<file path="src/ccs_pkg.sv">
// Package for the converter clock selection and multi-device sync block.
// Assumes a 10 MHz APB clock; all register offsets are byte addresses.
package ccs_pkg;

  // ---------------------------------------------------------------
  // Register map
  // ---------------------------------------------------------------
  localparam logic [7:0] CCS_GENERAL_CONTROL_OFS = 8'h00;
  localparam logic [7:0] CCS_ALARM_FLAGS_OFS = 8'h04;
  localparam logic [7:0] CCS_LOOP_SETUP_OFS = 8'h08;
  localparam logic [7:0] CCS_OSCILLATOR_SETUP_OFS = 8'h0C;
  localparam logic [7:0] CCS_SYNC_SOURCE_OFS = 8'h10;
  localparam logic [7:0] CCS_STATUS_OFS = 8'h14;

  // ---------------------------------------------------------------
  // Field positions
  // ---------------------------------------------------------------
  localparam int CCS_GC_FIFO_ENA_BIT = 0;
  localparam int CCS_GC_DIV_ALIGN_ENA_BIT = 1;
  localparam int CCS_LS_PATH_SEL_BIT = 0;
  localparam int CCS_LS_RESYNC_ENA_BIT = 1;
  localparam int CCS_LS_PUMP_LSB = 2;
  localparam int CCS_LS_PRESCALE_LSB = 4;
  localparam int CCS_LS_MDIV_LSB = 8;
  localparam int CCS_OS_PWRDN_BIT = 0;
  localparam int CCS_OS_TUNE_LSB = 1;
  localparam int CCS_SS_FIFOOUT_LSB = 0;
  localparam int CCS_SS_FIFOIN_LSB = 4;
  localparam int CCS_SS_ALIGN_SRC_LSB = 8;

  // ---------------------------------------------------------------
  // Reset values
  // ---------------------------------------------------------------
  localparam logic [31:0] CCS_GC_RESET = 32'h0000_0003;
  localparam logic [31:0] CCS_LS_RESET = 32'h0000_0424;
  localparam logic [31:0] CCS_OS_RESET = 32'h0000_0001;
  localparam logic [31:0] CCS_SS_RESET = 32'h0000_0444;

  // ---------------------------------------------------------------
  // Encodings
  // ---------------------------------------------------------------
  localparam logic [3:0] CCS_SRC_SYNC = 4'h1;
  localparam logic [3:0] CCS_SRC_INPUT_STROBE = 4'h2;
  localparam logic [3:0] CCS_SRC_OUTPUT_STROBE = 4'h4;
  localparam logic [1:0] CCS_PUMP_SINGLE = 2'h1;
  localparam logic [1:0] CCS_PUMP_DOUBLE = 2'h3;
  localparam logic [2:0] CCS_PRESCALE_MIN = 3'h2;
  localparam logic [2:0] CCS_PRESCALE_MAX = 3'h6;

  typedef enum logic [1:0] {
    CCS_MODE_BYPASS = 2'b00,
    CCS_MODE_LOOP = 2'b01,
    CCS_MODE_INVALID = 2'b11
  } ccs_mode_t;

  typedef struct packed {
    logic [7:0] m_div;
    logic [2:0] prescale;
    logic [1:0] pump;
    logic resync_ena;
    logic path_sel;
  } ccs_loop_cfg_t;

endpackage : ccs_pkg

</file>
<file path="src/ccs_clock_sync.sv">
// Converter clock selection and multi-device sync control with APB registers.
// Assumes pclk stands for the converter clock; strobes and sync are pins.
`timescale 1ns/1ps

// Behaviour
// - Core runs on converter clock, capture separate
// - Loop mode uses clock pins as reference
// - Path 0, powerdown 1 selects bypass
// - Path 1, powerdown 0 selects multiplying loop
// - Prescale code is binary divide 2..6
// - Six-bit coarse tune steers oscillator
// - M code is plain binary divide value
// - Pump code 01 single, 11 double
// - Loop derives output strobe from divider
// - Resync enable resets dividers on sync rise
// - No timing needed between sync and strobe
// - Loop mode needs no external strobe
// - Dual mode: write and read pointers independent
module ccs_clock_sync
  import ccs_pkg::*;
#(
  parameter int MDIV_W = 8
) (
  input wire logic pclk,
  input wire logic presetn,
  input wire logic psel,
  input wire logic penable,
  input wire logic pwrite,
  input wire logic [7:0] paddr,
  input wire logic [31:0] pwdata,
  output logic [31:0] prdata,
  output logic pready,
  output logic pslverr,
  input wire logic sync_in,
  input wire logic input_strobe,
  input wire logic output_strobe,
  output logic sample_clock_from_loop,
  output logic loop_powered,
  output logic [2:0] prescale_div,
  output logic [5:0] oscillator_coarse_tune,
  output logic [1:0] pump_current,
  output logic internal_output_strobe,
  output logic write_ptr_reset,
  output logic read_ptr_reset,
  output logic divider_align_pulse
);

  // ---------------------------------------------------------------
  // Registers
  // ---------------------------------------------------------------
  logic [31:0] general_control_reg_q;
  logic [31:0] loop_setup_reg_q;
  logic [31:0] oscillator_setup_reg_q;
  logic [31:0] sync_source_reg_q;
  logic [2:0] alarm_flags_reg_q;
  logic [31:0] prdata_d;
  logic [31:0] status_w;
  logic wr_en;
  logic addr_ok;
  ccs_loop_cfg_t cfg;
  ccs_mode_t mode;

  function automatic logic ccs_hit(input logic [7:0] a);
    return a == CCS_GENERAL_CONTROL_OFS || a == CCS_ALARM_FLAGS_OFS
        || a == CCS_LOOP_SETUP_OFS || a == CCS_OSCILLATOR_SETUP_OFS
        || a == CCS_SYNC_SOURCE_OFS || a == CCS_STATUS_OFS;
  endfunction : ccs_hit

  // A select field may name several sources; any one of them is enough.
  function automatic logic ccs_src_has(input logic [3:0] sel, input logic [3:0] src);
    return (sel & src) != 4'h0;
  endfunction : ccs_src_has

  assign addr_ok = ccs_hit(paddr);
  // Writes to unmapped offsets are dropped; the error answer is raised in setup.
  assign wr_en = psel && penable && pwrite && addr_ok;

  // Field by field, because bit 7 of the register is unused and the struct has no gap.
  always_comb begin
    cfg.path_sel = loop_setup_reg_q[CCS_LS_PATH_SEL_BIT];
    cfg.resync_ena = loop_setup_reg_q[CCS_LS_RESYNC_ENA_BIT];
    cfg.pump = loop_setup_reg_q[CCS_LS_PUMP_LSB +: 2];
    cfg.prescale = loop_setup_reg_q[CCS_LS_PRESCALE_LSB +: 3];
    cfg.m_div = loop_setup_reg_q[CCS_LS_MDIV_LSB +: 8];
  end

  // Both bits must agree; a mixed setting decodes to CCS_MODE_INVALID.
  always_comb begin
    unique case ({oscillator_setup_reg_q[CCS_OS_PWRDN_BIT], cfg.path_sel})
      2'b10: mode = CCS_MODE_BYPASS;
      2'b01: mode = CCS_MODE_LOOP;
      default: mode = CCS_MODE_INVALID;
    endcase
  end

  // ---------------------------------------------------------------
  // APB slave
  // ---------------------------------------------------------------
  // Zero wait states: the access phase completes in its first cycle.
  always_ff @(posedge pclk or negedge presetn) begin
    if (!presetn) begin
      pready <= 1'b0;
      pslverr <= 1'b0;
    end else begin
      pready <= psel && !penable;
      pslverr <= psel && !penable && !ccs_hit(paddr);
    end
  end

  // Only implemented bits, and the unused bit 7 of the loop setup, are stored; the others read back as zero.
  always_ff @(posedge pclk or negedge presetn) begin
    if (!presetn) begin
      general_control_reg_q <= CCS_GC_RESET;
      loop_setup_reg_q <= CCS_LS_RESET;
      oscillator_setup_reg_q <= CCS_OS_RESET;
      sync_source_reg_q <= CCS_SS_RESET;
    end else if (wr_en && pready) begin
      unique case (paddr)
        CCS_GENERAL_CONTROL_OFS: general_control_reg_q <= {30'h0, pwdata[1:0]};
        CCS_LOOP_SETUP_OFS: loop_setup_reg_q <= {16'h0, pwdata[15:0]};
        CCS_OSCILLATOR_SETUP_OFS: oscillator_setup_reg_q <= {25'h0, pwdata[6:0]};
        CCS_SYNC_SOURCE_OFS: sync_source_reg_q <= {20'h0, pwdata[11:0]};
        default: ;
      endcase
    end
  end

  assign status_w = {28'h0, internal_output_strobe, loop_powered,
                     sample_clock_from_loop, mode == CCS_MODE_INVALID};

  always_comb begin
    prdata_d = 32'h0;
    unique case (paddr)
      CCS_GENERAL_CONTROL_OFS: prdata_d = general_control_reg_q;
      CCS_ALARM_FLAGS_OFS: prdata_d = {29'h0, alarm_flags_reg_q};
      CCS_LOOP_SETUP_OFS: prdata_d = loop_setup_reg_q;
      CCS_OSCILLATOR_SETUP_OFS: prdata_d = oscillator_setup_reg_q;
      CCS_SYNC_SOURCE_OFS: prdata_d = sync_source_reg_q;
      CCS_STATUS_OFS: prdata_d = status_w;
      default: prdata_d = 32'h0;
    endcase
  end

  // Read data is captured in setup, so it already stands in the access cycle.
  // Write setups leave it alone.
  always_ff @(posedge pclk or negedge presetn) begin
    if (!presetn) begin
      prdata <= 32'h0;
    end else if (psel && !penable && !pwrite) begin
      prdata <= prdata_d;
    end
  end

  // ---------------------------------------------------------------
  // Pin synchronisers
  // ---------------------------------------------------------------
  logic sync_rise;
  logic input_strobe_rise;
  logic output_strobe_rise;

  // The pins come from other clock domains, so no timing relation is assumed.
  // The level outputs stay open; this block acts on rising edges only.
  ccs_sync3 u_sync_s (
    .clk(pclk),
    .rst_n(presetn),
    .din(sync_in),
    .level(),
    .rise(sync_rise)
  );
  ccs_sync3 u_sync_i (
    .clk(pclk),
    .rst_n(presetn),
    .din(input_strobe),
    .level(),
    .rise(input_strobe_rise)
  );
  ccs_sync3 u_sync_o (
    .clk(pclk),
    .rst_n(presetn),
    .din(output_strobe),
    .level(),
    .rise(output_strobe_rise)
  );

  // ---------------------------------------------------------------
  // Clock path selection
  // ---------------------------------------------------------------
  logic loop_active;
  logic [2:0] prescale_d;

  // Out-of-range prescale codes clamp to the nearest legal divide.
  always_comb begin
    prescale_d = cfg.prescale;
    if (cfg.prescale < CCS_PRESCALE_MIN) begin
      prescale_d = CCS_PRESCALE_MIN;
    end else if (cfg.prescale > CCS_PRESCALE_MAX) begin
      prescale_d = CCS_PRESCALE_MAX;
    end
  end

  // A conflicting setting changes nothing here, so the sample clock never
  // switches over to a source that is asleep.
  always_ff @(posedge pclk or negedge presetn) begin
    if (!presetn) begin
      sample_clock_from_loop <= 1'b0;
      loop_powered <= 1'b0;
    end else begin
      unique case (mode)
        CCS_MODE_BYPASS: begin
          sample_clock_from_loop <= 1'b0;
          loop_powered <= 1'b0;
        end
        CCS_MODE_LOOP: begin
          sample_clock_from_loop <= 1'b1;
          loop_powered <= 1'b1;
        end
        default: ;
      endcase
    end
  end

  assign loop_active = sample_clock_from_loop && loop_powered;

  always_ff @(posedge pclk or negedge presetn) begin
    if (!presetn) begin
      prescale_div <= CCS_PRESCALE_MIN;
      oscillator_coarse_tune <= 6'h00;
      pump_current <= CCS_PUMP_SINGLE;
    end else begin
      prescale_div <= prescale_d;
      oscillator_coarse_tune <= oscillator_setup_reg_q[CCS_OS_TUNE_LSB +: 6];
      // An unknown pump code leaves the last valid current in place.
      if (cfg.pump == CCS_PUMP_SINGLE || cfg.pump == CCS_PUMP_DOUBLE) begin
        pump_current <= cfg.pump;
      end
    end
  end

  // ---------------------------------------------------------------
  // Feedback divider and internal strobe
  // ---------------------------------------------------------------
  logic n_reset_q;
  logic n_tick;

  // A sync rise clears the divider for one cycle when enabled.
  // The extra flop puts the clear a fixed edge after the detected rise.
  always_ff @(posedge pclk or negedge presetn) begin
    if (!presetn) begin
      n_reset_q <= 1'b0;
    end else begin
      n_reset_q <= cfg.resync_ena && sync_rise;
    end
  end

  ccs_div #(.W(MDIV_W)) u_ndiv (
    .clk(pclk),
    .rst_n(presetn),
    .run(loop_active),
    .clear(n_reset_q),
    .div_val(cfg.m_div),
    .tick(n_tick)
  );

  // In bypass the synchronised pin strobe takes the place of the divider tick.
  // One more flop keeps the strobe output registered like every other port.
  always_ff @(posedge pclk or negedge presetn) begin
    if (!presetn) begin
      internal_output_strobe <= 1'b0;
    end else begin
      internal_output_strobe <= loop_active ? n_tick : output_strobe_rise;
    end
  end

  // ---------------------------------------------------------------
  // Pointer and divider alignment
  // ---------------------------------------------------------------
  logic [3:0] in_sel;
  logic [3:0] out_sel;
  logic [3:0] align_sel;
  logic fifo_ena;
  logic out_event;

  assign in_sel = sync_source_reg_q[CCS_SS_FIFOIN_LSB +: 4];
  assign out_sel = sync_source_reg_q[CCS_SS_FIFOOUT_LSB +: 4];
  assign align_sel = sync_source_reg_q[CCS_SS_ALIGN_SRC_LSB +: 4];
  assign fifo_ena = general_control_reg_q[CCS_GC_FIFO_ENA_BIT];
  // With the loop active the divider tick stands in for the pin.
  assign out_event = loop_active ? n_tick : output_strobe_rise;

  // A cleared FIFO enable silences both pointer resets.
  // Several selected sources simply combine; one is picked in normal use.
  always_ff @(posedge pclk or negedge presetn) begin
    if (!presetn) begin
      write_ptr_reset <= 1'b0;
      read_ptr_reset <= 1'b0;
      divider_align_pulse <= 1'b0;
    end else begin
      write_ptr_reset <= fifo_ena && ((ccs_src_has(in_sel, CCS_SRC_SYNC) && sync_rise)
          || (ccs_src_has(in_sel, CCS_SRC_INPUT_STROBE) && input_strobe_rise));
      read_ptr_reset <= fifo_ena && ((ccs_src_has(out_sel, CCS_SRC_OUTPUT_STROBE) && out_event)
          || (ccs_src_has(out_sel, CCS_SRC_SYNC) && sync_rise)
          || (ccs_src_has(out_sel, CCS_SRC_INPUT_STROBE) && input_strobe_rise));
      divider_align_pulse <= general_control_reg_q[CCS_GC_DIV_ALIGN_ENA_BIT]
          && ((ccs_src_has(align_sel, CCS_SRC_OUTPUT_STROBE) && out_event)
          || (ccs_src_has(align_sel, CCS_SRC_SYNC) && sync_rise)
          || (ccs_src_has(align_sel, CCS_SRC_INPUT_STROBE) && input_strobe_rise));
    end
  end

  // ---------------------------------------------------------------
  // Alarm flags
  // ---------------------------------------------------------------
  // Sticky: bit0 mode conflict, bit1 sync seen, bit2 strobe seen.
  // Write one clears, but a new event in the same cycle wins.
  always_ff @(posedge pclk or negedge presetn) begin
    if (!presetn) begin
      alarm_flags_reg_q <= 3'h0;
    end else begin
      for (int i = 0; i < 3; i++) begin
        if (wr_en && pready && paddr == CCS_ALARM_FLAGS_OFS && pwdata[i]) begin
          alarm_flags_reg_q[i] <= 1'b0;
        end
      end
      if (mode == CCS_MODE_INVALID) begin
        alarm_flags_reg_q[0] <= 1'b1;
      end
      if (sync_rise) begin
        alarm_flags_reg_q[1] <= 1'b1;
      end
      if (output_strobe_rise) begin
        alarm_flags_reg_q[2] <= 1'b1;
      end
    end
  end

endmodule : ccs_clock_sync

</file>
<file path="src/ccs_sync3.sv">
// Three-stage synchroniser with agreement-based change detection.
// Assumes the input is asynchronous to clk.
`timescale 1ns/1ps
module ccs_sync3 (
  input wire logic clk,
  input wire logic rst_n,
  input wire logic din,
  output logic level,
  output logic rise
);
  logic s1_q;
  logic s2_q;
  logic s3_q;

  // Only the second stage reads the first, to keep metastability contained.
  always_ff @(posedge clk or negedge rst_n) begin
    if (!rst_n) begin
      s1_q <= 1'b0;
      s2_q <= 1'b0;
      s3_q <= 1'b0;
      level <= 1'b0;
    end else begin
      s1_q <= din;
      s2_q <= s1_q;
      s3_q <= s2_q;
      if (s2_q == s3_q) begin
        level <= s3_q;
      end
    end
  end

  assign rise = (s2_q == s3_q) && s3_q && !level;
endmodule : ccs_sync3

</file>
<file path="src/ccs_div.sv">
// Programmable divider producing a one-cycle strobe every div_val cycles.
// Assumes div_val of zero or one means divide by one.
`timescale 1ns/1ps
module ccs_div #(
  parameter int W = 8
) (
  input wire logic clk,
  input wire logic rst_n,
  input wire logic run,
  input wire logic clear,
  input wire logic [W-1:0] div_val,
  output logic tick
);
  logic [W-1:0] cnt_q;

  always_ff @(posedge clk or negedge rst_n) begin
    if (!rst_n) begin
      cnt_q <= '0;
      tick <= 1'b0;
    end else if (clear || !run) begin
      cnt_q <= '0;
      tick <= 1'b0;
    end else if (cnt_q + W'(1) >= div_val) begin
      cnt_q <= '0;
      tick <= 1'b1;
    end else begin
      cnt_q <= cnt_q + W'(1);
      tick <= 1'b0;
    end
  end
endmodule : ccs_div

</file>
<file path="config.mk">
export PLATFORM = sky130hd
export DESIGN_NAME = ccs_clock_sync
export DESIGN_NICKNAME = d
export VERILOG_FILES = /design/src/ccs_pkg.sv /design/src/ccs_clock_sync.sv /design/src/ccs_sync3.sv /design/src/ccs_div.sv
export SDC_FILE = /design/constraint.sdc
export NUM_CORES = 1
export LEC_CHECK = 0
export ABC_AREA = 0
export BUFFER_PORTS_ARGS = -buffer_cell sky130_fd_sc_hd__buf_2
export CORE_MARGIN = 8
export CORE_UTILIZATION = 58
export DETAILED_ROUTE_END_ITERATION = 16
export PLACE_DENSITY = 0.95
export SYNTH_ARGS = -nofsm -noshare
export SYNTH_HDL_FRONTEND = slang
export SYNTH_SLANG_ARGS = --single-unit
</file>
<file path="constraint.sdc">
create_clock -name pclk -period 4.1 [get_ports pclk]
set_input_delay 0.82 -clock pclk [delete_from_list [all_inputs] [get_ports pclk]]
set_output_delay 0.82 -clock pclk [all_outputs]
set_load 0.01 [all_outputs]
</file>
==> results.py <==
metrics = {
    "route": {
        "wl_mm": 8.865,
        "drcViolationCount": 0,
        "drtPass1Iterations": 7,
        "vias": 2778,
        "ant_nets": 0,
        "via_per_inst": 5.490,
        "wl_per_cell_um": 17.52,
        "drt-initial-drc-count": 201,
    },
    "critical_path": {
        "reg2regPathDepth": 7,
        "rr_startpoint": "u_ndiv.cnt_q[0]",
        "startpoint": "paddr[7]",
        "path_max_fanout": 16,
        "worstSetupStartpointType": "input port",
        "crit_end": "loop_setup_reg_q[0]",
        "critPathKind": "in2reg",
        "worstSetupEndpointType": "flip-flop",
        "worstReg2RegEnd": "u_ndiv.cnt_q[3]",
        "required_ps": 4340,
        "r2r_slack_ps": 1850,
        "arrival_ps": 3090,
    },
    "synth": {
        "synth_seq_cells": 96,
        "synth_largest_area_cell": "dfrtp_1",
        "synth.top_cell.area_share_pct": 50.42,
        "yosys_warnings": 0,
        "synth_edf_count": 0,
        "synthCells": 334,
        "ys_seq_area_share_pct": 57.27,
        "async_flop_share_pct": 100.0,
        "synth-main-ff-cell": "dfrtp_1",
        "synth_area_per_cell_um2": 12.63,
        "synth_area_um2": 4219,
        "synth_cell_types": 44,
        "yosys-top-cells-area": "dfrtp_1 (50%), mux2_2 (12%), dfstp_2 (6.9%)",
    },
    "pwr": {
        "p_switching_mw": 0.3881,
        "p_per_area_nw_per_um2": 348.8,
        "switching_share_pct": 23.29,
        "power.internal_mw": 1.278,
        "irDropWorstVdd_mv": 0.1706,
        "clkPwrFrac_pct": 36.3,
        "p_leak_nw": 2.348,
        "seqPwrFrac_pct": 58.1,
        "pwr-share-comb_pct": 5.6,
    },
    "clock_network": {
        "cts_hold_buffers": 0,
        "cts_tree": "done",
        "clk_path_buf_depth": 2,
        "postCtsResizedCells": 0,
        "post_cts_buffers": 0,
        "cts_sinks": 96,
        "numCtsBuffers": 9,
        "clk_pin_slew_ps": 90,
        "cts_root_buffer": "clkbuf_8",
        "htree_levels": 3,
        "clk_latency_ps": 360,
    },
    "sta": {
        "finalHoldViolations": 0,
        "min_period_ps": 2849,
        "setup_viol": 0,
        "tns_ps": 0,
        "fmax_ghz": 0.3510,
        "rsz0062_at_grt": "no",
        "finalCritPeriodShare_pct": 69.49,
        "finalClockSkew_ps": 11.29,
        "tightest_slew_ps": 929.1,
        "slew_headroom_pct": 37.86,
        "slew_violations": 0,
    },
    "global_routing": {
        "overflow": 0,
        "grt_max_degree": 65,
        "antenna_found_initial": 0,
        "grt_pass1_wl_mm": 14.20,
        "grt_pass1_vias": 2884,
        "grt_usage_pct": 18.01,
    },
    "place": {
        "place_congestion": 0.8717,
        "io_buffers": 66,
        "dp_hpwl_mm": 6.589,
    },
    "floorplan": {
        "ios": 99,
        "fp.coreArea_um2": 7137,
        "die_h_um": 101.3,
        "die_width_um": 101.3,
        "rows": 31,
        "start_util_pct": 59.12,
        "dieArea_um2": 10260,
    },
    "flow_run": {
        "drv_cap": 0,
    },
    "final_layout": {
        "mostFrequentLayoutCell": "dfrtp_1",
        "final_nets": 463,
        "final_core_util_pct": 66.92,
        "layout_common_cells": "dfrtp_1 (85), buf_2 (65), mux2_2 (44), nand2_1 (21), conb_1 (16)",
        "drive_above_1_share_pct": 36.86,
        "area_delta_synth_final_pct": 13.20,
        "antenna_cells": 0,
    },
    "worst_hold_path": {
        "hold_class": "reg2reg",
    },
    "status": {
        "status": "complete, no violations",
    },
}
[area by class of cell]
class | instances | area (um^2)
fillers | 506 | 2361
inverters | 11 | 41.29
clock inverters | 6 | 70.07
multi-input cells | 214 | 1634
well taps | 99 | 123.9
repair buffers | 70 | 362.8
clock buffers | 10 | 127.6
flip-flops and latches | 96 | 2416
[sequential cells by signal (all words and copies together), names as in the netlist, 2 cells and up]
name                    count
u_ndiv.cnt_q                8
prdata                     16
oscillator_setup_reg_q      7
general_control_reg_q       2
pump_current                2
loop_setup_reg_q           16
alarm_flags_reg_q           3
oscillator_coarse_tune      6
prescale_div                3
sync_source_reg_q          12
[synth_stat cells, types with 4 or more instances]
| library cell | n |
|---|---|
| nand3_1 | 4 |
| nor2_1 | 10 |
| inv_1 | 11 |
| a21oi_1 | 8 |
| nor2b_1 | 12 |
| a22o_1 | 4 |
| a22oi_1 | 7 |
| dfrtp_1 | 85 |
| nand2b_1 | 7 |
| clkbuf_1 | 6 |
| mux2_2 | 44 |
| nor3b_1 | 6 |
| dfstp_2 | 11 |
| buf_4 | 18 |
| o21ai_0 | 14 |
| ha_1 | 13 |
| mux2i_1 | 9 |
| nand2_1 | 21 |
[kinds of logic (layout without fill, tap and decap cells)]
family,count (synthesis),after routing,synth area share [%]
xor gates and xnor gates,6,6,1.246
DFF,96,96,57.27
AOI/OAI and AO/OA,45,45,7.147
buffers and inverters,39,97,5.338
and+or+nand+nor,80,80,10.65
adders and majority gates,13,13,3.855
muxes,54,54,14.41
other,1,16,0.08888
[power groups by stage]
stage / registers (mW) / clock network, mW / logic [mW]
2_1_floorplan: 0.986 / 0 / 0.0513
3_3_place_gp: 0.985 / 0 / 0.0887
3_5_place_dp: 0.986 / 0 / 0.0921
4_1_cts: 0.968 / 0.613 / 0.0928
5_1_grt: 0.970 / 0.651 / 0.103
6_report: 0.968 / 0.605 / 0.0929
[per-stage QoR]
stage                     total power [mW]  setup WS, ps  cell area (um^2)  hold WS (ps)  std cells
after floorplan                      1.037          1398              4275         331.2        349
after global placement               1.074         965.9              4578         332.0        490
after detailed placement             1.078         884.6              4578         334.7        490
after CTS                            1.673          1265              4776         355.4        506
after global routing                 1.724          1219              4776         377.6        506
final                                1.666          1251              4776         354.3        506
[worst max-delay path, stage by stage]
cell	delay [ps]
buf_2	90
or4_4	560
or3_4	420
nor3_4	770
mux2_2	420
[routing by layer]
layer	GRT usage, %	share of wire (%)
met5	0	0
met2	29.05	49
met4	8.591	1.3
met3	4.948	8.9
met1	21.93	41
[worst min path at each step]
stage / from / depth (start not counted) / endpoint / slack [ps]
after global routing: u_sync_i.s1_q / 0 / u_sync_i.s2_q / 380
after global placement: u_sync_o.s1_q / 0 / u_sync_o.s2_q / 330
after detailed placement: u_sync_o.s1_q / 0 / u_sync_o.s2_q / 330
after floorplan: u_sync_i.s1_q / 0 / u_sync_i.s2_q / 330
final: u_sync_o.s1_q / 0 / u_sync_o.s2_q / 350
after CTS: u_sync_o.s1_q / 0 / u_sync_o.s2_q / 360
(Power assumes the default switching activity.)
